`config.mk`:
```
export PLATFORM = sky130hd
export DESIGN_NAME = sd_host_card_setup
export DESIGN_NICKNAME = d
export VERILOG_FILES = /design/src/shared/sd_setup_pkg.sv /design/src/hw/card_detect_filter.sv /design/src/hw/sd_host_card_setup.sv
export SDC_FILE = /design/constraint.sdc
export NUM_CORES = 1
export LEC_CHECK = 0
export ABC_AREA = 1
export BUFFER_PORTS_ARGS = -buffer_cell sky130_fd_sc_hd__buf_2
export CAP_MARGIN = 0
export CORE_MARGIN = 3
export CORE_UTILIZATION = 45
export CTS_BUF_LIST = sky130_fd_sc_hd__clkbuf_16
export DETAILED_ROUTE_END_ITERATION = 8
export GPL_ROUTABILITY_DRIVEN = 0
export PLACE_DENSITY = 0.65
export SYNTH_ARGS = -nofsm -noshare
export SYNTH_HDL_FRONTEND = slang
export SYNTH_SLANG_ARGS = --single-unit
```
`constraint.sdc`:
```
create_clock -name sys_clk -period 2 [get_ports sys_clk]
set_input_delay 0.5 -clock sys_clk [delete_from_list [all_inputs] [get_ports sys_clk]]
set_output_delay 0.5 -clock sys_clk [all_outputs]
set_load 0.02 [all_outputs]
```
`src/shared/sd_setup_pkg.sv`:
```
// Constants shared by the card-setup block: register offsets, field
// positions, reset values and cycle counts.
// Assumes a 100 MHz system clock and a 32-bit Avalon-MM register port.
package sd_setup_pkg;
  // Clock rate and the settle time of the internal clock
  localparam int unsigned SYS_CLK_MHZ = 100;
  localparam int unsigned CLK_SETTLE_NS = 1000;
  // Least time rounds up to whole cycles
  localparam int unsigned CLK_SETTLE_CYCLES = (CLK_SETTLE_NS * SYS_CLK_MHZ + 999) / 1000;

  // Register byte offsets
  localparam logic [4:0] DEBOUNCE_CFG_OFS = 5'h00;  // vendor_debounce_cfg
  localparam logic [4:0] EVENT_FLAGS_OFS = 5'h04;   // normal_event_flags
  localparam logic [4:0] LATCH_MASK_OFS = 5'h08;    // normal_event_latch_mask
  localparam logic [4:0] ROUTE_MASK_OFS = 5'h0c;    // normal_event_route_mask
  localparam logic [4:0] PRESENT_OFS = 5'h10;       // present_state_view
  localparam logic [4:0] CLOCKING_OFS = 5'h14;      // clocking_control
  localparam logic [4:0] HOST_CTL_OFS = 5'h18;      // host control

  // Event bits, same place in flags, latch mask and route mask
  localparam int INSERT_BIT = 0;
  localparam int REMOVE_BIT = 1;
  localparam int CARD_IRQ_BIT = 8;
  localparam logic [8:0] EVENT_USED = 9'h103;

  // present_state_view bits
  localparam int PRESENT_BIT = 0;
  localparam int STABLE_VIEW_BIT = 1;
  localparam int RUNNING_BIT = 2;

  // clocking_control fields
  localparam int INT_CLK_EN_BIT = 0;
  localparam int CLK_STABLE_BIT = 1;
  localparam int DRIVE_ON_BIT = 2;
  localparam int DIV_PICK_LSB = 8;
  localparam int DIV_PICK_W = 8;

  // host control: data width select
  localparam int WIDTH4_BIT = 1;

  // Reset values
  localparam logic [15:0] DEBOUNCE_RESET = 16'h0400;
  localparam logic [8:0] MASK_RESET = 9'h000;
  localparam logic [DIV_PICK_W-1:0] DIV_PICK_RESET = 8'h00;
endpackage

```
`src/hw/card_detect_filter.sv`:
```
// Card-detect synchroniser and debounce filter.
// Assumes the detect pin is asynchronous to sys_clk and low while a card sits in the slot.
`timescale 1ns/1ns
module card_detect_filter (
  input wire logic sys_clk,
  input wire logic sys_rst,
  input wire logic clkEn,
  input wire logic cardDetectN,
  input wire logic [15:0] debounceCycles,
  output logic present,
  output logic insertPulse,
  output logic removePulse
);
  logic sync1_q, sync2_q;         // Two-flop synchroniser
  logic level_q, level_d;         // Filtered presence
  logic [15:0] cnt_q, cnt_d;      // Cycles the raw level has differed
  logic ins_q, ins_d, rem_q, rem_d;

  // Count while the synchronised level differs; flip only after the interval
  always_comb begin
    level_d = level_q;
    cnt_d = 16'h0000;
    ins_d = 1'b0;
    rem_d = 1'b0;
    if (sync2_q != level_q) begin
      if (cnt_q >= debounceCycles) begin
        level_d = sync2_q;
        ins_d = sync2_q;
        rem_d = ~sync2_q;
      end else begin
        cnt_d = cnt_q + 16'h0001;
      end
    end
  end

  // Registers only; clock enable freezes everything
  always_ff @(posedge sys_clk) begin
    if (sys_rst) begin
      sync1_q <= 1'b0;
      sync2_q <= 1'b0;
      level_q <= 1'b0;
      cnt_q <= 16'h0000;
      ins_q <= 1'b0;
      rem_q <= 1'b0;
    end else if (clkEn) begin
      sync1_q <= ~cardDetectN;
      sync2_q <= sync1_q;
      level_q <= level_d;
      cnt_q <= cnt_d;
      ins_q <= ins_d;
      rem_q <= rem_d;
    end
  end

  assign present = level_q;
  assign insertPulse = ins_q;
  assign removePulse = rem_q;
endmodule

```
`src/hw/sd_host_card_setup.sv`:
```
// Card-setup part of an SD/SDIO/MMC host: card detect with sticky
// events, internal and card clock sequencing, and data width select.
// Assumes an Avalon-MM master on sys_clk and pins asynchronous to it.
// Summary of operation
// - Debounce card detect by a programmable interval
// - Detect flags clear on written one
// - Present bit reads one while card inserted
// - Clock-stable flag asserts once internal clock settles
// - Drive card clock only while enable set
// - Width bit selects 4-bit or 1-bit transfers
`timescale 1ns/1ns
module sd_host_card_setup #(
  parameter int unsigned SETTLE_CYCLES = sd_setup_pkg::CLK_SETTLE_CYCLES
) (
  input wire logic sys_clk,
  input wire logic sys_rst,
  input wire logic clkEn,
  input wire logic [4:0] avs_address,
  input wire logic avs_read,
  input wire logic avs_write,
  input wire logic [31:0] avs_writedata,
  output logic [31:0] avs_readdata,
  output logic avs_waitrequest,
  input wire logic cardDetectN,
  input wire logic cardIrqN,
  output logic cardClockPin,
  output logic dataWidth4,
  output logic eventIrq
);
  // Filtered presence and its edge pulses
  logic present, insertPulse, removePulse;
  // Card interrupt synchroniser; first stage feeds only the second
  logic irqSync1_q, irqSync2_q;
  // Bus handshake state
  logic waitReq_q, waitReq_d;
  logic [31:0] rdata_q, rdata_d;
  // Software-visible registers
  logic [15:0] debounce_q, debounce_d;
  logic [8:0] flags_q, flags_d;
  logic [8:0] latchMask_q, latchMask_d;
  logic [8:0] routeMask_q, routeMask_d;
  logic intClkEn_q, intClkEn_d;
  logic driveOn_q, driveOn_d;
  logic [sd_setup_pkg::DIV_PICK_W-1:0] divPick_q, divPick_d;
  logic width4_q, width4_d;
  // Clock machinery
  logic [15:0] settle_q, settle_d;   // Settle counter, saturates
  logic stable_q, stable_d;
  logic [sd_setup_pkg::DIV_PICK_W-1:0] divCnt_q, divCnt_d;
  logic cardClk_q, cardClk_d;
  logic irq_q, irq_d;
  // Decoded write taking effect this edge
  logic wrTake, rdTake;
  logic [8:0] setMask;
  logic [31:0] rview;

  card_detect_filter filter (
    .sys_clk(sys_clk),
    .sys_rst(sys_rst),
    .clkEn(clkEn),
    .cardDetectN(cardDetectN),
    .debounceCycles(debounce_q),
    .present(present),
    .insertPulse(insertPulse),
    .removePulse(removePulse)
  );

  // A request is answered in its second cycle, when waitrequest is low
  assign wrTake = avs_write && !waitReq_q;
  assign rdTake = avs_read && waitReq_q;

  // Events only latch while their latch bit is allowed
  assign setMask = latchMask_q & {irqSync2_q, 6'h00, removePulse, insertPulse};

  // Read view of the addressed register; unmapped words read zero
  always_comb begin
    rview = 32'h0000_0000;
    case (avs_address)
      sd_setup_pkg::DEBOUNCE_CFG_OFS: rview[15:0] = debounce_q;
      sd_setup_pkg::EVENT_FLAGS_OFS: rview[8:0] = flags_q;
      sd_setup_pkg::LATCH_MASK_OFS: rview[8:0] = latchMask_q;
      sd_setup_pkg::ROUTE_MASK_OFS: rview[8:0] = routeMask_q;
      sd_setup_pkg::PRESENT_OFS: begin
        rview[sd_setup_pkg::PRESENT_BIT] = present;
        rview[sd_setup_pkg::STABLE_VIEW_BIT] = stable_q;
        rview[sd_setup_pkg::RUNNING_BIT] = cardClk_q | (driveOn_q & stable_q);
      end
      sd_setup_pkg::CLOCKING_OFS: begin
        rview[sd_setup_pkg::INT_CLK_EN_BIT] = intClkEn_q;
        rview[sd_setup_pkg::CLK_STABLE_BIT] = stable_q;
        rview[sd_setup_pkg::DRIVE_ON_BIT] = driveOn_q;
        rview[sd_setup_pkg::DIV_PICK_LSB +: sd_setup_pkg::DIV_PICK_W] = divPick_q;
      end
      sd_setup_pkg::HOST_CTL_OFS: rview[sd_setup_pkg::WIDTH4_BIT] = width4_q;
      default: rview = 32'h0000_0000;
    endcase
  end

  // Next values of bus, registers and clock machinery
  always_comb begin
    waitReq_d = 1'b1;
    rdata_d = rdata_q;
    debounce_d = debounce_q;
    latchMask_d = latchMask_q;
    routeMask_d = routeMask_q;
    intClkEn_d = intClkEn_q;
    driveOn_d = driveOn_q;
    divPick_d = divPick_q;
    width4_d = width4_q;
    // Set wins over a clear in the same cycle
    flags_d = flags_q | setMask;
    // Drop wait one cycle after a request appears
    if ((avs_read || avs_write) && waitReq_q) begin
      waitReq_d = 1'b0;
    end
    if (rdTake) begin
      rdata_d = rview;
    end
    if (wrTake) begin
      case (avs_address)
        sd_setup_pkg::DEBOUNCE_CFG_OFS: debounce_d = avs_writedata[15:0];
        sd_setup_pkg::EVENT_FLAGS_OFS: begin
          // Write one to clear, except bits set this very cycle
          flags_d = (flags_q & ~avs_writedata[8:0]) | setMask;
        end
        sd_setup_pkg::LATCH_MASK_OFS: latchMask_d = avs_writedata[8:0] & sd_setup_pkg::EVENT_USED;
        sd_setup_pkg::ROUTE_MASK_OFS: routeMask_d = avs_writedata[8:0] & sd_setup_pkg::EVENT_USED;
        sd_setup_pkg::CLOCKING_OFS: begin
          intClkEn_d = avs_writedata[sd_setup_pkg::INT_CLK_EN_BIT];
          driveOn_d = avs_writedata[sd_setup_pkg::DRIVE_ON_BIT];
          divPick_d = avs_writedata[sd_setup_pkg::DIV_PICK_LSB +: sd_setup_pkg::DIV_PICK_W];
        end
        sd_setup_pkg::HOST_CTL_OFS: width4_d = avs_writedata[sd_setup_pkg::WIDTH4_BIT];
        default: ;  // Unmapped writes are accepted and dropped
      endcase
    end
    // Internal clock settles a fixed time after it is enabled
    settle_d = 16'h0000;
    stable_d = 1'b0;
    if (intClkEn_q) begin
      if (settle_q >= 16'(SETTLE_CYCLES)) begin
        settle_d = settle_q;
        stable_d = 1'b1;
      end else begin
        settle_d = settle_q + 16'h0001;
      end
    end
    // Card clock: half period of pick+1 cycles; parks low when stopped.
    // Stopping mid-phase can shorten the last high phase; software must
    // stop the clock before a divider change to avoid a runt.
    divCnt_d = 8'h00;
    cardClk_d = 1'b0;
    if (driveOn_q && stable_q) begin
      cardClk_d = cardClk_q;
      divCnt_d = divCnt_q + 8'h01;
      if (divCnt_q >= divPick_q) begin
        divCnt_d = 8'h00;
        cardClk_d = ~cardClk_q;
      end
    end
    // Interrupt line follows flags that are both latched and routed
    irq_d = |(flags_q & routeMask_q);
  end

  // Registers only; clock enable freezes all state
  always_ff @(posedge sys_clk) begin
    if (sys_rst) begin
      irqSync1_q <= 1'b0;
      irqSync2_q <= 1'b0;
      waitReq_q <= 1'b1;
      rdata_q <= 32'h0000_0000;
      debounce_q <= sd_setup_pkg::DEBOUNCE_RESET;
      flags_q <= 9'h000;
      latchMask_q <= sd_setup_pkg::MASK_RESET;
      routeMask_q <= sd_setup_pkg::MASK_RESET;
      intClkEn_q <= 1'b0;
      driveOn_q <= 1'b0;
      divPick_q <= sd_setup_pkg::DIV_PICK_RESET;
      width4_q <= 1'b0;
      settle_q <= 16'h0000;
      stable_q <= 1'b0;
      divCnt_q <= 8'h00;
      cardClk_q <= 1'b0;
      irq_q <= 1'b0;
    end else if (clkEn) begin
      irqSync1_q <= ~cardIrqN;
      irqSync2_q <= irqSync1_q;
      waitReq_q <= waitReq_d;
      rdata_q <= rdata_d;
      debounce_q <= debounce_d;
      flags_q <= flags_d;
      latchMask_q <= latchMask_d;
      routeMask_q <= routeMask_d;
      intClkEn_q <= intClkEn_d;
      driveOn_q <= driveOn_d;
      divPick_q <= divPick_d;
      width4_q <= width4_d;
      settle_q <= settle_d;
      stable_q <= stable_d;
      divCnt_q <= divCnt_d;
      cardClk_q <= cardClk_d;
      irq_q <= irq_d;
    end
  end

  assign avs_waitrequest = waitReq_q;
  assign avs_readdata = rdata_q;
  assign cardClockPin = cardClk_q;
  assign dataWidth4 = width4_q;
  assign eventIrq = irq_q;
endmodule

```
After elaboration in Yosys (flattened, before gate mapping)

Index checks and enable logic that the tools add are counted.

Flip-flop bits (word level): 109
Input bits: 44
Output and inout port bits: 36

Add/subtract/negate cells: 3
$lt $le $gt $ge: 3
Eq/ne operators: 9
Mux-type cells: 23
Bitwise gates (word level): 12
Reductions and logical operators: 18

Operators by type and width:

| kind                    | number |
|---|---|
| $mux W16                | 4 |
| $add A16 B1 Y16 const B | 2 |
| $and A9 B9 Y9           | 3 |
| $mux W9                 | 2 |
| $or A9 B9 Y9            | 2 |
| $reduce_and A3 Y1       | 6 |
| $ge A16 B16 Y1          | 1 |
| $ge A16 B7 Y1 const B   | 1 |
| $mux W8                 | 2 |
| $eq A5 B5 Y1 const B    | 3 |
| $pmux W7 S2             | 1 |
| $pmux W1 S6             | 2 |
| $eq A5 B4 Y1 const B    | 2 |
| $pmux W5 S2             | 1 |
| $mux W1                 | 9 |
| $not A9 Y9              | 1 |
| $reduce_or A9 Y1        | 1 |
| $add A8 B1 Y8 const B   | 1 |
| $ge A8 B8 Y1            | 1 |
| $reduce_and A2 Y1       | 3 |
| $eq A5 B3 Y1 const B    | 1 |
| $logic_not A5 Y1        | 1 |
| $pmux W1 S5             | 1 |
| $logic_and A1 B1 Y1     | 4 |
| 10 further kinds        | 13 |

Logic depth before layout (Yosys ltp)

Gate-level depths: netlist of the first run.

Word-level depth: 5
Gate-level depth with buffers: 15
Mapped depth without buffers: 15

Cells and area by module

From an unflattened synthesis of the first run, not the netlist that was laid out.

Cells, all modules: 789
Area, all modules: 5703.0 um2

By module, submodules not included:

| module             | times used | cells each | area each (um2) |
|---|---|---|---|
| sd_host_card_setup | 1          | 541        | 4033.9 |
| card_detect_filter | 1          | 248        | 1669.1 |

Worst setup path before layout of the first run

Ideal clock, no wire load.

Path kind: input-to-reg
From: input port avs_address[2]
To: register debounce_q[11]
Data arrival time: 1488 ps
Data required time: 1881 ps
Path slack: 393 ps
Cell stages on the path: 9
Path through: inv_1 -> nand3_1 -> nor2_1 -> inv_1 -> nor2_4 -> inv_2 -> buf_2 -> o21ai_0 -> a21oi_1

Longest elaborated chain between the ends: 2

RTL lines:

| item                        | line                      | text |
|---|---|---|
| from (decl)                 | sd_host_card_setup.sv:18  | `input wire logic [4:0] avs_address,` |
| $logic_not A5 Y1            | sd_host_card_setup.sv:120 | `case (avs_address)` |
| $reduce_and A3 Y1 (no line) | -                         |  |
| to (signal assigned)        | sd_host_card_setup.sv:172 | `debounce_q <= sd_setup_pkg::DEBOUNCE_RESET;` |
| to (signal assigned)        | sd_host_card_setup.sv:190 | `debounce_q <= debounce_d;` |
| to (decl)                   | sd_host_card_setup.sv:38  | `logic [15:0] debounce_q, debounce_d;` |

No other way between the ends.
A chain may end at the register's enable or synchronous reset.

Worst setup path in the final report of the first run

From: register debounce_q[15]
To: register filter.level_q, in the netlist filter.present

Longest elaborated chain between the ends: 2

RTL lines:

| item                        | line                     | text |
|---|---|---|
| $ge A16 B16 Y1              | card_detect_filter.sv:26 | `if (cnt_q >= debounceCycles) begin` |
| $reduce_and A3 Y1 (no line) | -                        |  |
| to (signal assigned)        | card_detect_filter.sv:48 | `level_q <= level_d;` |
| to (decl)                   | card_detect_filter.sv:15 | `logic level_q, level_d;` |

No other way between the ends.

==> impl_metrics.py, run 1 <==
metrics = {
    "die": {
        "ios": 80,
        "die_x_um": 116,
        "fp.coreArea_um2": 11700,
        "fp.dieH_um": 116,
        "rows": 39,
        "die_area_um2": 13500,
        "start_util_pct": 46.9,
    },
    "setup_path": {
        "worstSetupStartpoint": "debounce_q[15]",
        "reg2reg_from": "debounce_q[15]",
        "crit_fanout": 4,
        "crit_chain": "inv_1 -> ha_1 -> a21oi_1 -> o21ai_0 -> nor2_1 -> nand2_1 -> nand2_1 -> nand2_1 -> nand2_1 -> nor2_1",
        "crit_path_frequent_cell": "nand2_1",
        "cp-end-kind": "flip-flop",
        "slowest_stage": "ha_1",
        "cpPeakStageDelay_ns": 0.33,
        "required_ns": 2.25,
        "startpoint_type": "flip-flop",
        "worstSetupPathType": "flip-flop to flip-flop",
        "arrival_ns": 2.03,
    },
    "detailed_routing": {
        "wl_met3_um": 731,
        "routed.top_layer": "met4",
        "ant_nets": 0,
        "drc": 0,
        "drt-wirelength-per-cell_um": 14.1,
        "met2_wirelength_um": 6070,
        "vias": 4971,
        "first_iter_violations": 326,
        "viasPerCell": 5.28,
        "wl_met1_um": 6100,
        "wirelength_um": 13300,
        "dr.pass1.iters": 5,
    },
    "hold_path": {
        "hold_class": "primary input to flip-flop",
        "min_from": "cardIrqN",
    },
    "cells_and_area": {
        "drive_above_1_share_pct": 12.1,
        "diodes": 0,
        "area_growth_pct": 12.6,
        "multiInputGateArea_um2": 2730,
        "layout.area.seq_um2": 2180,
        "n_fill_cell": 1137,
        "nNetsFinal": 866,
    },
    "global_route": {
        "grt_pass1_wl_um": 22000,
        "grt_util_all_layers_pct": 20.5,
        "grt_pass1_vias": 4645,
        "antenna_found_initial": 0,
        "overflow": 0,
        "grt_max_degree": 58,
    },
    "synth": {
        "syn_inst": 742,
        "synth_top_area_share_pct": 39.9,
        "yosysMostFrequentCell": "nand2_1",
        "yosys_warnings": 0,
        "async_flop_share_pct": 0,
        "yosys-top-cells-count": "114 x nand2_1, 109 x dfxtp_1, 98 x inv_1, 79 x a21oi_1, 74 x nor2_1",
        "ys.flop_type": "dfxtp_1",
        "synth_cell_type_count": 34,
        "synth_top_cell_by_area": "dfxtp_1",
        "netlist_top_cells_area": "dfxtp_1 40%, nand2_1 7.8%, a21oi_1 7.2%, inv_1 6.7%, ha_1 6.4%",
        "synth-edff-count": 0,
        "yosysSeqAreaShare_pct": 39.9,
        "syn_avg_cell_area_um2": 7.38,
        "ys_ff_latch": 109,
        "syn_area_um2": 5470,
    },
    "timing": {
        "tightest_slew_ns": 0.516,
        "slew_headroom_pct": 65.6,
        "hold_violations": 0,
        "post-route-period-util_pct": 88.6,
        "max_freq_mhz": 564,
        "finClkSkew_ns": 0.00910,
        "setup_viol": 0,
        "rsz0062_at_grt": "false",
        "worst_slack_ns": 0.228,
        "hold_ws_ns": 0.313,
        "slew_violations": 0,
        "setup_tns_ns": 0,
        "layout_min_cycle_time_ns": 1.77,
    },
    "pwr": {
        "p_leak_nw": 2.62,
        "p_per_area_nw_per_um2": 692,
        "ir_drop_mv": 0.528,
    },
    "run": {
        "max-cap-violations": 0,
    },
    "clock_network": {
        "numClockSinks": 109,
        "clkTransAtPathRegs_ns": 0.08,
        "cts_tree": "built",
        "cts_buffer_depth": 2,
        "cts_hold_buf": 0,
        "clock_latency_ns": 0.36,
        "post_cts_buffers": 0,
        "cts-root-buf": "clkbuf_16",
        "cts_htree_levels": 3,
        "cts_inserted_buffers": 9,
        "cts-resized-gates": 0,
    },
    "placement": {
        "dp_slack_ns": 0.111,
        "portBuffers": 47,
        "dpl.hpwl_um": 9610,
    },
    "status": {
        "status": "complete, no violations",
    },
}
-- layout by cell type (no fill, tap or decap), types with 2 or more instances in the layout --
cell,Yosys,final
a211oi_1,6,6
a21oi_1,79,79
a31oi_1,4,4
buf_12,0,2
buf_2,8,47
buf_4,17,20
clkbuf_16,0,9
clkinv_2,0,2
conb_1,1,16
dfxtp_1,109,109
ha_1,28,28
inv_1,98,98
inv_2,3,3
inv_6,0,3
nand2_1,114,114
nand3_1,27,27
nand3_2,2,2
nand4_1,25,25
nor2_1,74,74
nor2_4,5,5
nor3_1,9,9
nor4_1,2,2
o211ai_1,3,3
o21ai_0,67,67
o21bai_1,4,4
o221ai_1,12,12
xnor2_1,5,5
xor2_1,14,14
-- worst max-delay path, delay by kind of cell (launching register included) --
kind | cells | cell delay, ns
fa+ha+maj | 1 | 0.33
simple gates | 6 | 0.68
flops | 1 | 0.31
compound gates | 2 | 0.28
buf+inv | 1 | 0.06
-- stage by stage --
step                util [%]  std cells  instance area (µm²)  total power, mW
finish                  52.8        942                 6160             4.26
floorplan                  -        757                 5530             2.50
global placement        50.5        926                 5890             2.59
global route            52.8        942                 6160             4.43
detailed placement      50.5        926                 5890             2.60
CTS                     52.8        942                 6160             4.30
-- report_power, final --
part	internal, mW	switching (mW)
clock	0.852	0.865
sequential	2.20	0.0199
combinational	0.0967	0.226
-- final cells by class --
cell class	instances	area share [%]
Multi-Input combinational cell	504	44.2
Clock inverter	7	0.771
Clock buffer	9	3.65
Sequential cell	109	35.4
Inverter	101	6.15
Tap cell	143	2.90
Timing Repair Buffer	69	6.90
-- worst paths after layout --
check | end | depth (start not counted) | slack [ns]
setup / recovery | filter.present | 10 | 0.23
hold / removal | irqSync1_q | 2 | 0.31
setup reg to reg | filter.present | 10 | 0.23
hold reg to reg | settle_q[14] | 2 | 0.44
-- kinds of logic (layout without fill, tap and decap cells) --
family,Yosys count,after routing,synth area share [%]
simple gates,264,264,21.4
compound gates,177,177,17.8
buf+inv,144,186,11.4
flops,109,109,39.9
fa+ha+maj,28,28,6.40
xor+xnor,19,19,3.04
other cells,1,16,0.0685
-- layer usage --
metal / vias up / global-route usage (%)
li1: 2530 / -
met2: 153 / 33.0
met5: - / 0
met1: 2265 / 27.1
met4: 0 / 8.89
met3: 23 / 3.58
-- state kept, by name (all words and copies together) (netlist names), 8 cells and up --
signal        flops
avs_readdata     16
divCnt_q          8
divPick_q         8
filter.cnt_q     16
debounce_q       16
flags_q           9
settle_q         16
Power figures use the tool's default switching activity.
==> run 2: changes to the inputs <==
--- a/config.mk
+++ b/config.mk
@@ -6,7 +6,7 @@
 export NUM_CORES = 1
 export LEC_CHECK = 0
 export ABC_AREA = 1
-export BUFFER_PORTS_ARGS = -buffer_cell sky130_fd_sc_hd__buf_2
+export BUFFER_PORTS_ARGS = -buffer_cell sky130_fd_sc_hd__buf_4
 export CAP_MARGIN = 0
 export CORE_MARGIN = 3
 export CORE_UTILIZATION = 45
@@ -16,4 +16,5 @@
 export PLACE_DENSITY = 0.65
 export SYNTH_ARGS = -nofsm -noshare
 export SYNTH_HDL_FRONTEND = slang
+export SYNTH_HIERARCHICAL = 1
 export SYNTH_SLANG_ARGS = --single-unit
==> impl_metrics.py, run 2 <==
metrics = {
    "status": {
        "status": "complete, no violations",
    },
    "pwr": {
        "switching_power_mw": 1.06,
        "p_leak_nw": 2.83,
        "p_seq_share_pct": 48.3,
        "p_int_mw": 3.55,
        "clockPowerShare_pct": 44.0,
        "p_sw_share_pct": 23.0,
        "ir_drop_mv": 0.661,
        "combPwrFrac_pct": 7.6,
        "p_per_area_nw_per_um2": 703,
    },
    "cells_and_area": {
        "design_area_um2": 6550,
        "drive_above_1_share_pct": 13.7,
        "n_fill_cell": 1224,
        "multiInputGateArea_um2": 2910,
        "area_growth_pct": 14.8,
        "diodes": 0,
        "nNetsFinal": 909,
        "layout.area.seq_um2": 2180,
        "final_common_cell": "nand2_1",
        "instances_no_fill": 1010,
        "final_cell_mix": "141 x nand2_1, 109 x dfxtp_1, 97 x inv_1",
    },
    "hold_path": {
        "hold_class": "primary input to flip-flop",
        "worstHoldPathCells": 2,
        "min_from": "cardDetectN",
    },
    "setup_path": {
        "worstSetupPathType": "flip-flop to flip-flop",
        "reg2reg_depth": 12,
        "required_ns": 2.28,
        "crit_chain": "inv_1 -> ha_1 -> nand2_1 -> nor2_1 -> nor2_1 -> nand2_1 -> nand2_1 -> nand2_1 -> nand2_2 -> buf_12 -> nand4_1 -> a21oi_1",
        "slowest_stage": "dfxtp_1",
        "cp-end-kind": "flip-flop",
        "crit_fanout": 11,
        "cpPeakStageDelay_ns": 0.38,
        "crit_path_frequent_cell": "nand2_1",
        "reg2reg_from": "filter/cnt_q[0]",
        "worstSetupStartpoint": "filter/cnt_q[0]",
        "reg2reg_slack_ns": 0.26,
        "arrival_ns": 2.02,
        "rr_endpoint": "filter/cnt_q[11]",
        "endpoint": "filter/cnt_q[11]",
        "startpoint_type": "flip-flop",
    },
    "synth": {
        "yosysMostFrequentCell": "nand2_1",
        "synth_top_cell_by_area": "dfxtp_1",
        "async_flop_share_pct": 0,
        "yosys-top-cells-count": "141 x nand2_1, 109 x dfxtp_1, 97 x inv_1, 84 x nor2_1, 63 x o21ai_0",
        "netlist_top_cells_area": "dfxtp_1 38%, nand2_1 9.3%, inv_1 6.4%, ha_1 6.1%, o21ai_0 5.5%",
        "yosys_warnings": 6,
        "ys_ff_latch": 109,
        "synth-edff-count": 0,
        "synth_top_area_share_pct": 38.3,
        "ys.flop_type": "dfxtp_1",
        "syn_inst": 789,
        "syn_avg_cell_area_um2": 7.23,
        "syn_area_um2": 5700,
        "synth_cell_type_count": 39,
        "yosysSeqAreaShare_pct": 38.3,
    },
    "detailed_routing": {
        "drc": 0,
        "ant_nets": 0,
        "drt-wirelength-per-cell_um": 13.6,
        "wirelength_um": 13700,
        "viasPerCell": 5.13,
        "dr.pass1.iters": 5,
        "first_iter_violations": 414,
        "vias": 5178,
    },
    "global_route": {
        "grt_util_all_layers_pct": 19.9,
        "grt_pass1_wl_um": 23000,
        "grt_pass1_vias": 4807,
        "antenna_found_initial": 0,
        "grt_max_degree": 56,
        "overflow": 0,
    },
    "timing": {
        "max_freq_mhz": 574,
        "layout_min_cycle_time_ns": 1.74,
        "slew_headroom_pct": 56.2,
        "setup_viol": 0,
        "finClkSkew_ns": 0.00797,
        "hold_violations": 0,
        "post-route-period-util_pct": 87.1,
        "tightest_slew_ns": 0.657,
        "rsz0062_at_grt": "false",
        "setup_tns_ns": 0,
        "slew_violations": 0,
    },
    "die": {
        "fp.coreArea_um2": 12200,
        "die_x_um": 119,
        "start_util_pct": 46.7,
        "fp.dieH_um": 119,
        "ios": 80,
        "die_area_um2": 14100,
        "rows": 40,
    },
    "placement": {
        "dpl.hpwl_um": 10100,
        "dpl-instance-area_um2": 6210,
        "portBuffers": 47,
        "place_inst": 994,
    },
    "clock_network": {
        "cts-root-buf": "clkbuf_16",
        "post_cts_buffers": 0,
        "cts_hold_buf": 0,
        "numClockSinks": 109,
        "cts_buffer_depth": 2,
        "clkTransAtPathRegs_ns": 0.07,
        "cts_tree": "built",
        "cts-resized-gates": 0,
        "clock_latency_ns": 0.35,
        "cts_inserted_buffers": 9,
        "cts_htree_levels": 3,
    },
    "run": {
        "max-cap-violations": 0,
    },
}
[run 2: cell count changes in the layout (fill, tap and decap cells not counted), sizes merged, moves of 8 or more]
cell    delta
nand2     +35
nor2      +19
a21oi     -16
o221ai    -12
nand3      +8
o21bai     +8
[run 2: critical path: cells and delay by family (launching register included)]
| family | cells | cell delay, ns |
|---|---|---|
| buffers and inverters | 2 | 0.28 |
| adders and majority gates | 1 | 0.30 |
| DFF | 1 | 0.38 |
| and+or+nand+nor | 8 | 0.56 |
| AOI/OAI and AO/OA | 1 | 0.15 |
[run 2: per-layer routing]
metal,up-vias,GRT usage (%),routed length [µm]
met5,-,0,0
li1,2631,-,-
met2,150,33.3,6450
met1,2388,25.9,6290
met4,0,4.92,108
met3,9,4.78,834
[run 2: power groups by stage]
stage | clock (mW) | combinational (mW) | sequential [mW]
floorplan | 0 | 0.205 | 2.30
global placement | 0 | 0.342 | 2.27
detailed placement | 0 | 0.349 | 2.27
CTS | 2.07 | 0.351 | 2.22
global route | 2.16 | 0.387 | 2.23
finish | 2.03 | 0.352 | 2.22
[run 2: worst min-delay path by stage]
stage | end
after floorplan | flags_q[3]
after global placement | settle_q[13]
after detailed placement | settle_q[12]
after CTS | irqSync1_q
after global routing | filter/sync1_q
final | filter/sync1_q
[run 2: cell type report]
type | count | area share (%)
inverters | 105 | 6.02
flip-flops and latches | 109 | 33.3
well taps | 168 | 3.21
multi-input cells | 547 | 44.4
clock inverters | 7 | 1.72
repair buffers | 65 | 7.84
clock buffers | 9 | 3.44
[run 2: stage by stage]
stage	power [mW]	setup WS (ns)	util (%)	hold WS [ns]
2_1_floorplan	2.50	0.474	-	0.417
3_3_place_gp	2.62	0.205	50.8	0.426
3_5_place_dp	2.62	0.162	50.8	0.432
4_1_cts	4.65	0.259	53.6	0.314
5_1_grt	4.78	0.0425	53.6	0.319
6_report	4.60	0.258	53.6	0.324
[run 2: logic make-up (layout without fill, tap and decap cells)]
kind of cell / after synthesis / in the layout / share of synthesized area [%]
buffers and inverters: 148 / 186 / 11.7
adders and majority gates: 28 / 28 / 6.14
other: 1 / 16 / 0.0658
DFF: 109 / 109 / 38.3
xor gates and xnor gates: 17 / 17 / 2.61
AOI/OAI and AO/OA: 163 / 163 / 15.7
muxes: 1 / 1 / 0.176
and+or+nand+nor: 322 / 322 / 25.4
